### config.mk
export PLATFORM = sky130hd
export DESIGN_NAME = tcs_top
export DESIGN_NICKNAME = d
export VERILOG_FILES = /design/src/hw/tcs_pkg.sv /design/src/hw/tcs_sync2.sv /design/src/hw/tcs_top.sv
export SDC_FILE = /design/constraint.sdc
export NUM_CORES = 1
export LEC_CHECK = 0
export BUFFER_PORTS_ARGS = -buffer_cell sky130_fd_sc_hd__buf_2
export CORE_MARGIN = 10
export CORE_UTILIZATION = 49
export DETAILED_ROUTE_END_ITERATION = 8
export PLACE_DENSITY = 0.85
export SYNTH_ARGS = -nofsm -noshare
export SYNTH_HDL_FRONTEND = slang
export SYNTH_SLANG_ARGS = --single-unit
### constraint.sdc
create_clock -name clk_sys -period 2.2 [get_ports clk_sys]
set_clock_uncertainty 0.1 [all_clocks]
set_input_delay 0.55 -clock clk_sys [delete_from_list [all_inputs] [get_ports clk_sys]]
set_output_delay 0.55 -clock clk_sys [all_outputs]
set_load 0.02 [all_outputs]
### src/hw/tcs_pkg.sv
// Package for the transmit clock select block: register map, fields, resets.
// Assumes a 32-bit APB slave with word-aligned registers.
package tcs_pkg;

  // Register byte offsets
  localparam logic [7:0] TCS_OFF_CTRL   = 8'h00;
  localparam logic [7:0] TCS_OFF_STATUS = 8'h04;
  localparam logic [7:0] TCS_OFF_MASK   = 8'h08;
  localparam logic [7:0] TCS_OFF_STATE  = 8'h0c;

  // Control register fields
  localparam int TCS_BIT_VIOL   = 7;
  localparam int TCS_BIT_T1     = 6;
  localparam int TCS_BIT_SYNC8K = 5;
  localparam int TCS_BIT_CLKDET = 4;
  localparam int TCS_SRC_LSB    = 0;

  // Reset values
  localparam logic [7:0] TCS_CTRL_RESET = 8'h11;
  localparam logic [7:0] TCS_MASK_RESET = 8'h00;

  // Interrupt status bit for clock loss
  localparam int TCS_IRQ_CLKLOSS = 5;

  // 8 kHz frame reference from the 200 MHz clock
  localparam int TCS_CLK_HZ      = 200_000_000;
  localparam int TCS_FRAME_HZ    = 8_000;
  localparam int TCS_FRAME_TICKS = TCS_CLK_HZ / TCS_FRAME_HZ;

  // Timing source encodings
  typedef enum logic [1:0] {
    TCS_SRC_LOOP0 = 2'b00,
    TCS_SRC_EXT   = 2'b01,
    TCS_SRC_PLL   = 2'b10,
    TCS_SRC_LOOP1 = 2'b11
  } tcs_src_e;

  // Control register as a struct
  typedef struct packed {
    logic     viol_insert;
    logic     t1_mode;
    logic     sync_8k;
    logic     clk_loss_en;
    logic [1:0] reserved;
    tcs_src_e src;
  } tcs_ctrl_s;

  // Pin direction group
  typedef struct packed {
    logic serclk_oe;
    logic sync_oe;
    logic msync_oe;
  } tcs_dir_s;

endpackage : tcs_pkg

### src/hw/tcs_sync2.sv
// Two-flop synchroniser for inputs from outside the clk_sys domain.
// Assumes the input is a slow level.
`timescale 1ns/1ps
module tcs_sync2 (
  input  wire logic clk_sys,
  input  wire logic resetn,
  input  wire logic din,
  output logic      dout
);
  logic meta_q;

  // First flop feeds only the second
  always_ff @(posedge clk_sys or negedge resetn) begin
    if (!resetn) begin
      meta_q <= 1'b0;
      dout   <= 1'b0;
    end else begin
      meta_q <= din;
      dout   <= meta_q;
    end
  end
endmodule : tcs_sync2

### src/hw/tcs_top.sv
// Transmit clock select for one T1/E1 framer channel, with APB registers.
// Assumes an APB master on clk_sys and asynchronous line/pin status inputs.
// Behaviour
// [RQ1] 0-to-1 on bit 7 inserts one violation
// [RQ2] Bit 6 selects T1, clear selects E1
// [RQ3] Bit 5 aligns frames to 8 kHz
// [RQ4] Alignment only under PLL timing source
// [RQ5] Lost recovery falls back to PLL timing
// [RQ6] Bit 4 enables protection, resets to one
// [RQ7] Clock-loss status only when protection enabled
// [RQ8] Source 00/11 loop timing, clock pin output
// [RQ9] Source 01 external timing, clock pin input
// [RQ10] Source 10 PLL timing, clock pin output
// [RQ11] Base rate sync direction follows polarity select
// [RQ12] High-speed modes make all three pins inputs
// [RQ13] Insert detected by comparing with previous value
//
// Chosen here: the placing of the registers and the APB register port.
`timescale 1ns/1ps
module tcs_top #(
  parameter int FRAME_TICKS = tcs_pkg::TCS_FRAME_TICKS
) (
  input  wire logic                clk_sys,
  input  wire logic                resetn,
  input  wire logic                psel,
  input  wire logic                penable,
  input  wire logic                pwrite,
  input  wire logic [7:0]          paddr,
  input  wire logic [31:0]         pwdata,
  output logic      [31:0]         prdata,
  output logic                     pready,
  output logic                     pslverr,
  input  wire logic                line_recovery_ok,
  input  wire logic                sync_polarity_select,
  input  wire logic                high_speed_mode,
  output tcs_pkg::tcs_src_e        tx_timing_used,
  output logic                     t1_mode,
  output logic                     frame_align_pulse,
  output logic                     line_code_violation,
  output tcs_pkg::tcs_dir_s        pin_dir,
  output logic                     irq
);
  import tcs_pkg::*;

  localparam int CW = $clog2(FRAME_TICKS);

  tcs_ctrl_s   ctrl_q;
  logic [7:0]  status_q;
  logic [7:0]  mask_q;
  logic        rec_ok;
  logic        spol;
  logic        hspeed;
  logic        rec_ok_prev_q;
  logic        fallback_q;
  logic [CW-1:0] frame_cnt_q;
  logic        wr_ctrl;
  logic        rd_status;
  logic        access;
  logic        loop_src;
  logic        clk_lost_evt;
  logic [7:0]  rdata_d;
  tcs_src_e    eff_src;

  // Pin inputs from outside the clock domain
  tcs_sync2 u_sync_rec (
    .clk_sys (clk_sys),
    .resetn  (resetn),
    .din     (line_recovery_ok),
    .dout    (rec_ok)
  );
  tcs_sync2 u_sync_pol (
    .clk_sys (clk_sys),
    .resetn  (resetn),
    .din     (sync_polarity_select),
    .dout    (spol)
  );
  tcs_sync2 u_sync_hs (
    .clk_sys (clk_sys),
    .resetn  (resetn),
    .din     (high_speed_mode),
    .dout    (hspeed)
  );

  // Loop timing decode, used in several places
  function automatic logic is_loop(input tcs_src_e s);
    return (s == TCS_SRC_LOOP0) || (s == TCS_SRC_LOOP1);
  endfunction : is_loop

  // APB decode, zero wait states
  assign access    = psel && penable;
  assign wr_ctrl   = access && pwrite && (paddr == TCS_OFF_CTRL);
  assign rd_status = access && !pwrite && (paddr == TCS_OFF_STATUS);
  assign loop_src  = is_loop(ctrl_q.src);

  // Control register write
  always_ff @(posedge clk_sys or negedge resetn) begin
    if (!resetn) begin
      ctrl_q <= TCS_CTRL_RESET; // [RQ2] [RQ6] [RQ9]
    end else if (wr_ctrl) begin
      ctrl_q <= pwdata[7:0];
    end
  end

  // Single violation on rising edge of written bit 7
  always_ff @(posedge clk_sys or negedge resetn) begin
    if (!resetn) begin
      line_code_violation <= 1'b0;
    end else begin
      line_code_violation <= wr_ctrl && pwdata[TCS_BIT_VIOL]
                             && !ctrl_q.viol_insert; // [RQ1] [RQ13]
    end
  end

  // Mask register write
  always_ff @(posedge clk_sys or negedge resetn) begin
    if (!resetn) begin
      mask_q <= TCS_MASK_RESET;
    end else if (access && pwrite && (paddr == TCS_OFF_MASK)) begin
      mask_q <= pwdata[7:0];
    end
  end

  // Clock-loss fallback to PLL while recovery is lost
  always_ff @(posedge clk_sys or negedge resetn) begin
    if (!resetn) begin
      fallback_q    <= 1'b0;
      rec_ok_prev_q <= 1'b0;
    end else begin
      rec_ok_prev_q <= rec_ok;
      fallback_q    <= ctrl_q.clk_loss_en && loop_src && !rec_ok; // [RQ5]
    end
  end

  // Loss event only counted with protection on
  assign clk_lost_evt = ctrl_q.clk_loss_en && loop_src
                        && rec_ok_prev_q && !rec_ok; // [RQ7]

  // Sticky status, set wins over read-clear
  always_ff @(posedge clk_sys or negedge resetn) begin
    if (!resetn) begin
      status_q <= 8'h00;
    end else begin
      if (rd_status) begin
        status_q <= 8'h00;
      end
      if (clk_lost_evt) begin
        status_q[TCS_IRQ_CLKLOSS] <= 1'b1; // [RQ7]
      end
    end
  end

  // Interrupt output
  always_ff @(posedge clk_sys or negedge resetn) begin
    if (!resetn) begin
      irq <= 1'b0;
    end else begin
      irq <= |(status_q & mask_q);
    end
  end

  // Effective timing source
  always_comb begin
    eff_src = ctrl_q.src;
    if (fallback_q) begin
      eff_src = TCS_SRC_PLL; // [RQ5]
    end
  end

  // Mode and source outputs
  always_ff @(posedge clk_sys or negedge resetn) begin
    if (!resetn) begin
      tx_timing_used <= TCS_SRC_EXT;
      t1_mode        <= 1'b0;
    end else begin
      tx_timing_used <= eff_src; // [RQ8] [RQ9] [RQ10]
      t1_mode        <= ctrl_q.t1_mode; // [RQ2]
    end
  end

  // Pin directions
  always_ff @(posedge clk_sys or negedge resetn) begin
    if (!resetn) begin
      pin_dir <= '0;
    end else if (hspeed) begin
      pin_dir <= '0; // [RQ12]
    end else begin
      pin_dir.serclk_oe <= (ctrl_q.src != TCS_SRC_EXT); // [RQ8] [RQ9] [RQ10]
      pin_dir.sync_oe   <= spol; // [RQ11]
      pin_dir.msync_oe  <= spol; // [RQ11]
    end
  end

  // 8 kHz frame alignment from the clk_sys domain count
  always_ff @(posedge clk_sys or negedge resetn) begin
    if (!resetn) begin
      frame_cnt_q       <= '0;
      frame_align_pulse <= 1'b0;
    end else begin
      if (frame_cnt_q == CW'(FRAME_TICKS - 1)) begin
        frame_cnt_q <= '0;
      end else begin
        frame_cnt_q <= frame_cnt_q + 1'b1;
      end
      frame_align_pulse <= (frame_cnt_q == CW'(FRAME_TICKS - 1))
                           && ctrl_q.sync_8k // [RQ3]
                           && (eff_src == TCS_SRC_PLL); // [RQ4]
    end
  end

  // Read mux
  always_comb begin
    unique case (paddr)
      TCS_OFF_CTRL:   rdata_d = ctrl_q;
      TCS_OFF_STATUS: rdata_d = status_q;
      TCS_OFF_MASK:   rdata_d = mask_q;
      TCS_OFF_STATE:  rdata_d = {5'h00, fallback_q, rec_ok, hspeed};
      default:        rdata_d = 8'h00;
    endcase
  end

  // APB answer registered, one access cycle
  always_ff @(posedge clk_sys or negedge resetn) begin
    if (!resetn) begin
      prdata  <= 32'h0000_0000;
      pready  <= 1'b0;
      pslverr <= 1'b0;
    end else begin
      pready  <= psel && !penable;
      pslverr <= psel && !penable && (paddr[1:0] != 2'b00 || paddr > TCS_OFF_STATE);
      prdata  <= {24'h00_0000, rdata_d};
    end
  end

endmodule : tcs_top

==> impl_metrics.env, run 1 <==
export IMPL_path_buf_inv=1
export IMPL_cts_buffer_depth=2
export IMPL_reg2reg_to="frame_cnt_q[7]$_DFF_PN0_"
export IMPL_grt_usage=0.128
export IMPL_cp_end_kind="flop"
export IMPL_crit_required_ps=2320
export IMPL_ys_top_cells_by_area="dfrtp_1, buf_4, mux2_2"
export IMPL_critical_path_class="reg -> reg"
export IMPL_initial_core_util=0.518
export IMPL_power_frac_clock=0.399
export IMPL_synth_top_area_frac=0.548
export IMPL_drtPass1Iterations=4
export IMPL_antenna_cells=0
export IMPL_dp_hpwl_um=3790
export IMPL_r2r_cells=4
export IMPL_yosysSeqAreaShare=0.580
export IMPL_yosysUniqueCellTypes=38
export IMPL_p_leak_nw=1.51
export IMPL_powerDensity_nw_per_um2=700
export IMPL_gp_congestion=0.788
export IMPL_critPathMaxStageDelay_ps=590
export IMPL_syn_area_um2=2510
export IMPL_clock_sinks=58
export IMPL_grt_pass1_wl_um=8320
export IMPL_nets=305
export IMPL_fin_tns_setup_ps=0
export IMPL_cts_root_buf="clkbuf_8"
export IMPL_cp_startpoint="frame_cnt_q[12]$_DFF_PN0_"
export IMPL_intPower_mw=1.56
export IMPL_cts_resized=0
export IMPL_grt_max_degree=59
export IMPL_io_buffers=42
export IMPL_fin_crit_ps=1950
export IMPL_timing_hold_ws_ps=103
export IMPL_routed_wl_um=5110
export IMPL_cts_tree="done"
export IMPL_area_growth_pct=16.5
export IMPL_first_iter_violations=43
export IMPL_clkSlewWorstSetupHoldPaths_ps=60
export IMPL_vias=1569
export IMPL_report_power_total_mw=2.05
export IMPL_status="complete, no violations"
export IMPL_drcViolationCount=0
export IMPL_hold_violations=0
export IMPL_synth_cells=199
export IMPL_synth_edff_count=0
export IMPL_die_h_um=91.6
export IMPL_async_reset_ff_frac=1.00
export IMPL_cts_buffers=9
export IMPL_setup_viol=0
export IMPL_dieWidth_um=91.6
export IMPL_synth_warnings=0
export IMPL_yosys_area_top_type="dfrtp_1"
export IMPL_syn_avg_cell_area_um2=12.6
export IMPL_drive_above_1_share=0.346
export IMPL_reg2reg_slack_ps=250
export IMPL_grt_pass1_vias=1676
export IMPL_seqPwrFrac=0.535
export IMPL_cts_hold_buf=0
export IMPL_ys_ff_latch=58
export IMPL_peakVddDrop_uv=466
export IMPL_slew_viol_final=0
export IMPL_path_cells="or4b_1 > nor4_4 > buf_4 > nor2_1"
export IMPL_start_kind="flop"
export IMPL_die_area_um2=8390
export IMPL_critPathSlowestCell="or4b_1"
export IMPL_fmax_mhz=513
export IMPL_post_route_period_util=0.887
export IMPL_clock_latency_ps=330
export IMPL_rsz0062_at_grt="no"
export IMPL_combPwrFrac=0.066
export IMPL_core_region_area_um2=4850
export IMPL_via_per_inst=4.80
export IMPL_synth_flop_cell="dfrtp_1"
export IMPL_cp_top_family="simple AND/OR/NAND/NOR gates"
export IMPL_hold_class="in -> async"
export IMPL_maxCapViolations=0
export IMPL_grt_antenna_before_repair=0
export IMPL_switching_share=0.238
export IMPL_detail_route_antenna_nets=0
export IMPL_cp_arrival_ps=2070
export IMPL_wire_per_inst_um=15.6
export IMPL_worstReg2RegStart="frame_cnt_q[12]$_DFF_PN0_"
export IMPL_rows=25
export IMPL_io_pins=91
export IMPL_overflow=0
export IMPL_htree_levels=3
export IMPL_crit_fanout=7
export IMPL_postCtsSetupBuffers=0
export IMPL_power_switching_mw=0.487
## cells by family after synthesis
kind of cell / after synthesis / share of synthesized area
other cells: 1 / 0.00149
flops: 58 / 0.580
fa+ha+maj: 2 / 0.00997
buf+inv: 31 / 0.0837
mux: 25 / 0.108
xor+xnor: 11 / 0.0384
compound gates: 8 / 0.0219
simple gates: 63 / 0.157
## layout by cell type (no fill, tap or decap), types with 3 or more instances in the layout
cell	Yosys	final
nor2b_1	4	4
nand3_1	4	4
buf_2	0	42
nand2_1	8	8
buf_4	25	6
dfrtp_1	55	55
mux2_2	16	16
and3_1	5	5
xnor2_1	6	6
dfstp_2	3	3
clkbuf_8	0	10
clkinv_2	0	3
nor2_1	21	21
inv_1	4	4
nand4_1	3	3
conb_1	1	24
a31oi_1	4	4
mux2i_1	9	9
xor2_1	5	5
clkbuf_1	1	3
## area by class of cell
class	instances	area [µm²]
Inverter	4	15.0
Fill cell	406	1920
Timing Repair Buffer	49	275
Multi-Input combinational cell	133	931
Tap cell	67	83.8
Sequential cell	58	1460
Clock buffer	13	149
Clock inverter	3	15.0
## synthesized netlist by cell type, types with 2 or more instances
cell type	n
xor2_1	5
xnor2_1	6
nor4_4	2
and3_1	5
nor2b_1	4
or2_2	2
ha_1	2
nor2_1	21
nand3_1	4
a31oi_1	4
inv_1	4
mux2_2	16
dfrtp_1	55
mux2i_1	9
dfstp_2	3
nand2_1	8
nand4_1	3
buf_4	25
and2_1	2
## worst max path at each step
stage / depth (start not counted) / endpoint
after floorplan: 4 / ctrl_q[1]$_DFFE_PN0P_
after global placement: 6 / mask_q[6]$_DFFE_PN0P_
after detailed placement: 6 / ctrl_q[7]$_DFFE_PN0P_
after CTS: 4 / frame_cnt_q[7]$_DFF_PN0_
after global routing: 4 / frame_cnt_q[7]$_DFF_PN0_
final: 4 / frame_cnt_q[7]$_DFF_PN0_
## power by group through the flow
stage               sequential [mW]  clock [mW]  combinational, mW
CTS                            1.09       0.841              0.136
floorplan                      1.12           0             0.0989
finish                         1.09       0.817              0.135
global route                   1.10       0.901              0.148
detailed placement             1.11           0              0.135
global placement               1.11           0              0.132
## per-layer routing
| metal | GRT usage | up-vias | part of all wire |
|---|---|---|---|
| met5 | 0 | - | 0 |
| met4 | 0.0666 | 0 | 0.022 |
| met3 | 0.0486 | 12 | 0.062 |
| met2 | 0.239 | 44 | 0.57 |
| met1 | 0.116 | 769 | 0.35 |
| li1 | - | 744 | - |
## stage by stage
step / util / instances / setup WS (ps) / instance area, µm²
2_1_floorplan: - / 222 / 178 / 2600
3_3_place_gp: 0.569 / 311 / 124 / 2760
3_5_place_dp: 0.569 / 311 / 77.1 / 2760
4_1_cts: 0.603 / 327 / 244 / 2920
5_1_grt: 0.603 / 327 / 150 / 2920
6_report: 0.603 / 327 / 249 / 2920
## registers in the layout, indices dropped and copies added (netlist names), 2 cells and up
name            cells
prdata              8
ctrl_q              8
frame_cnt_q        15
tx_timing_used      2
pin_dir             2
mask_q              8
No activity file was read; power rests on OpenSTA's default activity.
==> run 2, diff against run 1 <==
GPL_TIMING_DRIVEN = 0   (was not set)
PLACE_DENSITY = 0.79   (was 0.85)
SKIP_CTS_REPAIR_TIMING = 1   (was not set)
==> run 2 against run 1 <==
Net effect:
- largest power group is now the clock network
- maximum frequency is 2.9% lower
- largest cell class unchanged
- utilization is 4.2 points higher
- critical endpoint is now frame_cnt_q[13]$_DFF_PN0_
- power is 16% higher
- sequential power hardly changed
==> impl_metrics.env, run 2 (synthesized netlist as in run 1, its figures left out) <==
export IMPL_grt_antenna_before_repair=0
export IMPL_drcViolationCount=0
export IMPL_drive_above_1_share=0.396
export IMPL_worst_slew_pin_slew_ps=1240
export IMPL_place_area_um2=2890
export IMPL_cts_tree="done"
export IMPL_clkSlewWorstSetupHoldPaths_ps=60
export IMPL_fmax_mhz=498
export IMPL_critical_path_class="reg -> reg"
export IMPL_clock_sinks=58
export IMPL_rows=25
export IMPL_p_leak_nw=1.64
export IMPL_io_buffers=42
export IMPL_start_kind="flop"
export IMPL_die_h_um=91.6
export IMPL_crit_required_ps=2310
export IMPL_antenna_cells=0
export IMPL_cts_root_buf="clkbuf_8"
export IMPL_top_register="frame_cnt_q"
export IMPL_overflow=0
export IMPL_final_common_cell="dfrtp_1"
export IMPL_io_pins=91
export IMPL_die_area_um2=8390
export IMPL_cts_buffers=9
export IMPL_wire_per_inst_um=13.8
export IMPL_crit_fanout=9
export IMPL_n_fill_cell=376
export IMPL_dp_hpwl_um=3600
export IMPL_intPower_mw=1.88
export IMPL_switching_share=0.212
export IMPL_clock_latency_ps=340
export IMPL_post_route_period_util=0.913
export IMPL_path_cells="or4b_4 > nor4_4 > a41o_2 > mux2i_1"
export IMPL_gp_congestion=0.785
export IMPL_powerDensity_nw_per_um2=761
export IMPL_via_per_inst=4.55
export IMPL_core_region_area_um2=4850
export IMPL_hold_class="in -> reg"
export IMPL_cp_end_kind="flop"
export IMPL_timing_slew_headroom=0.171
export IMPL_power_switching_mw=0.503
export IMPL_slew_viol_final=0
export IMPL_initial_core_util=0.518
export IMPL_seqPwrFrac=0.459
export IMPL_first_iter_violations=15
export IMPL_critPathMaxStageDelay_ps=570
export IMPL_final_core_util=0.645
export IMPL_hold_violations=0
export IMPL_htree_levels=3
export IMPL_vias=1579
export IMPL_maxCapViolations=0
export IMPL_dieWidth_um=91.6
export IMPL_nets=325
export IMPL_stdcell_area_um2=3130
export IMPL_routed_wl_um=4800
export IMPL_setup_viol=0
export IMPL_grt_pass1_wl_um=7910
export IMPL_final_cell_mix="dfrtp_1, buf_2, buf_4, conb_1, nor2_1"
export IMPL_area_growth_pct=24.6
export IMPL_grt_pass1_vias=1674
export IMPL_power_frac_clock=0.471
export IMPL_largest_reg_flops=15
export IMPL_fin_crit_ps=2010
export IMPL_cp_arrival_ps=2120
export IMPL_peakVddDrop_uv=576
export IMPL_drtPass1Iterations=4
export IMPL_grt_usage=0.121
export IMPL_cts_buffer_depth=2
export IMPL_grt_max_degree=59
export IMPL_critPathSlowestCell="or4b_4"
export IMPL_status="complete, no violations"
export IMPL_rsz0062_at_grt="no"
export IMPL_combPwrFrac=0.069
export IMPL_detail_route_antenna_nets=0
[run 2: worst paths after layout]
check,start,end,slack (ps),cells after the start
worst max register to register,frame_cnt_q[11]$_DFF_PN0_,frame_cnt_q[13]$_DFF_PN0_,190,4
min in group asynchronous,resetn,frame_align_pulse$_DFF_PN0_,390,1
worst min register to register,u_sync_pol.meta_q$_DFF_PN0_,u_sync_pol.dout$_DFF_PN0_,250,0
worst max-delay path,frame_cnt_q[11]$_DFF_PN0_,frame_cnt_q[13]$_DFF_PN0_,190,4
worst min-delay path,line_recovery_ok,u_sync_rec.meta_q$_DFF_PN0_,220,1
max in group asynchronous,resetn,frame_cnt_q[6]$_DFF_PN0_,860,1
[run 2: through the flow]
stage	total power, mW	cells	setup WS [ps]	TNS (ps)	hold WS [ps]
finish	2.38	347	191	0	219
floorplan	1.22	222	178	0	154
CTS	2.41	347	154	0	199
global placement	1.27	331	-152	-2290	231
detailed placement	1.28	331	-189	-2470	242
global route	2.47	347	88.4	0	198
[run 2: layout make-up]
type / count / area, µm² / area share
Tap cell: 67 / 83.8 / 0.0268
Timing Repair Buffer: 42 / 210 / 0.0672
Buffer: 27 / 195 / 0.0624
Multi-Input combinational cell: 133 / 931 / 0.298
Clock inverter: 4 / 72.6 / 0.0232
Inverter: 4 / 15.0 / 0.00480
Clock buffer: 12 / 165 / 0.0528
Sequential cell: 58 / 1460 / 0.465
[run 2: power by group through the flow]
stage          combinational (mW)  sequential, mW  clock [mW]
2_1_floorplan              0.0989            1.12           0
3_3_place_gp                0.162            1.11           0
3_5_place_dp                0.164            1.11           0
4_1_cts                     0.164            1.09        1.15
5_1_grt                     0.181            1.09        1.20
6_report                    0.165            1.09        1.12
[run 2: routing by layer]
| layer | share of wire | global-route usage | wire length, µm | vias up |
|---|---|---|---|---|
| li1 | - | - | - | 789 |
| met1 | 0.38 | 0.115 | 1830 | 744 |
| met2 | 0.55 | 0.214 | 2620 | 37 |
| met3 | 0.060 | 0.0642 | 290 | 9 |
| met4 | 0.011 | 0.0444 | 54 | 0 |
| met5 | 0 | 0 | 0 | - |
[run 2: critical path: cells and delay by family (launching register included)]
kind / cells / cell delay (ps)
compound gates: 1 / 180
flops: 1 / 440
mux: 1 / 60
simple gates: 2 / 1100
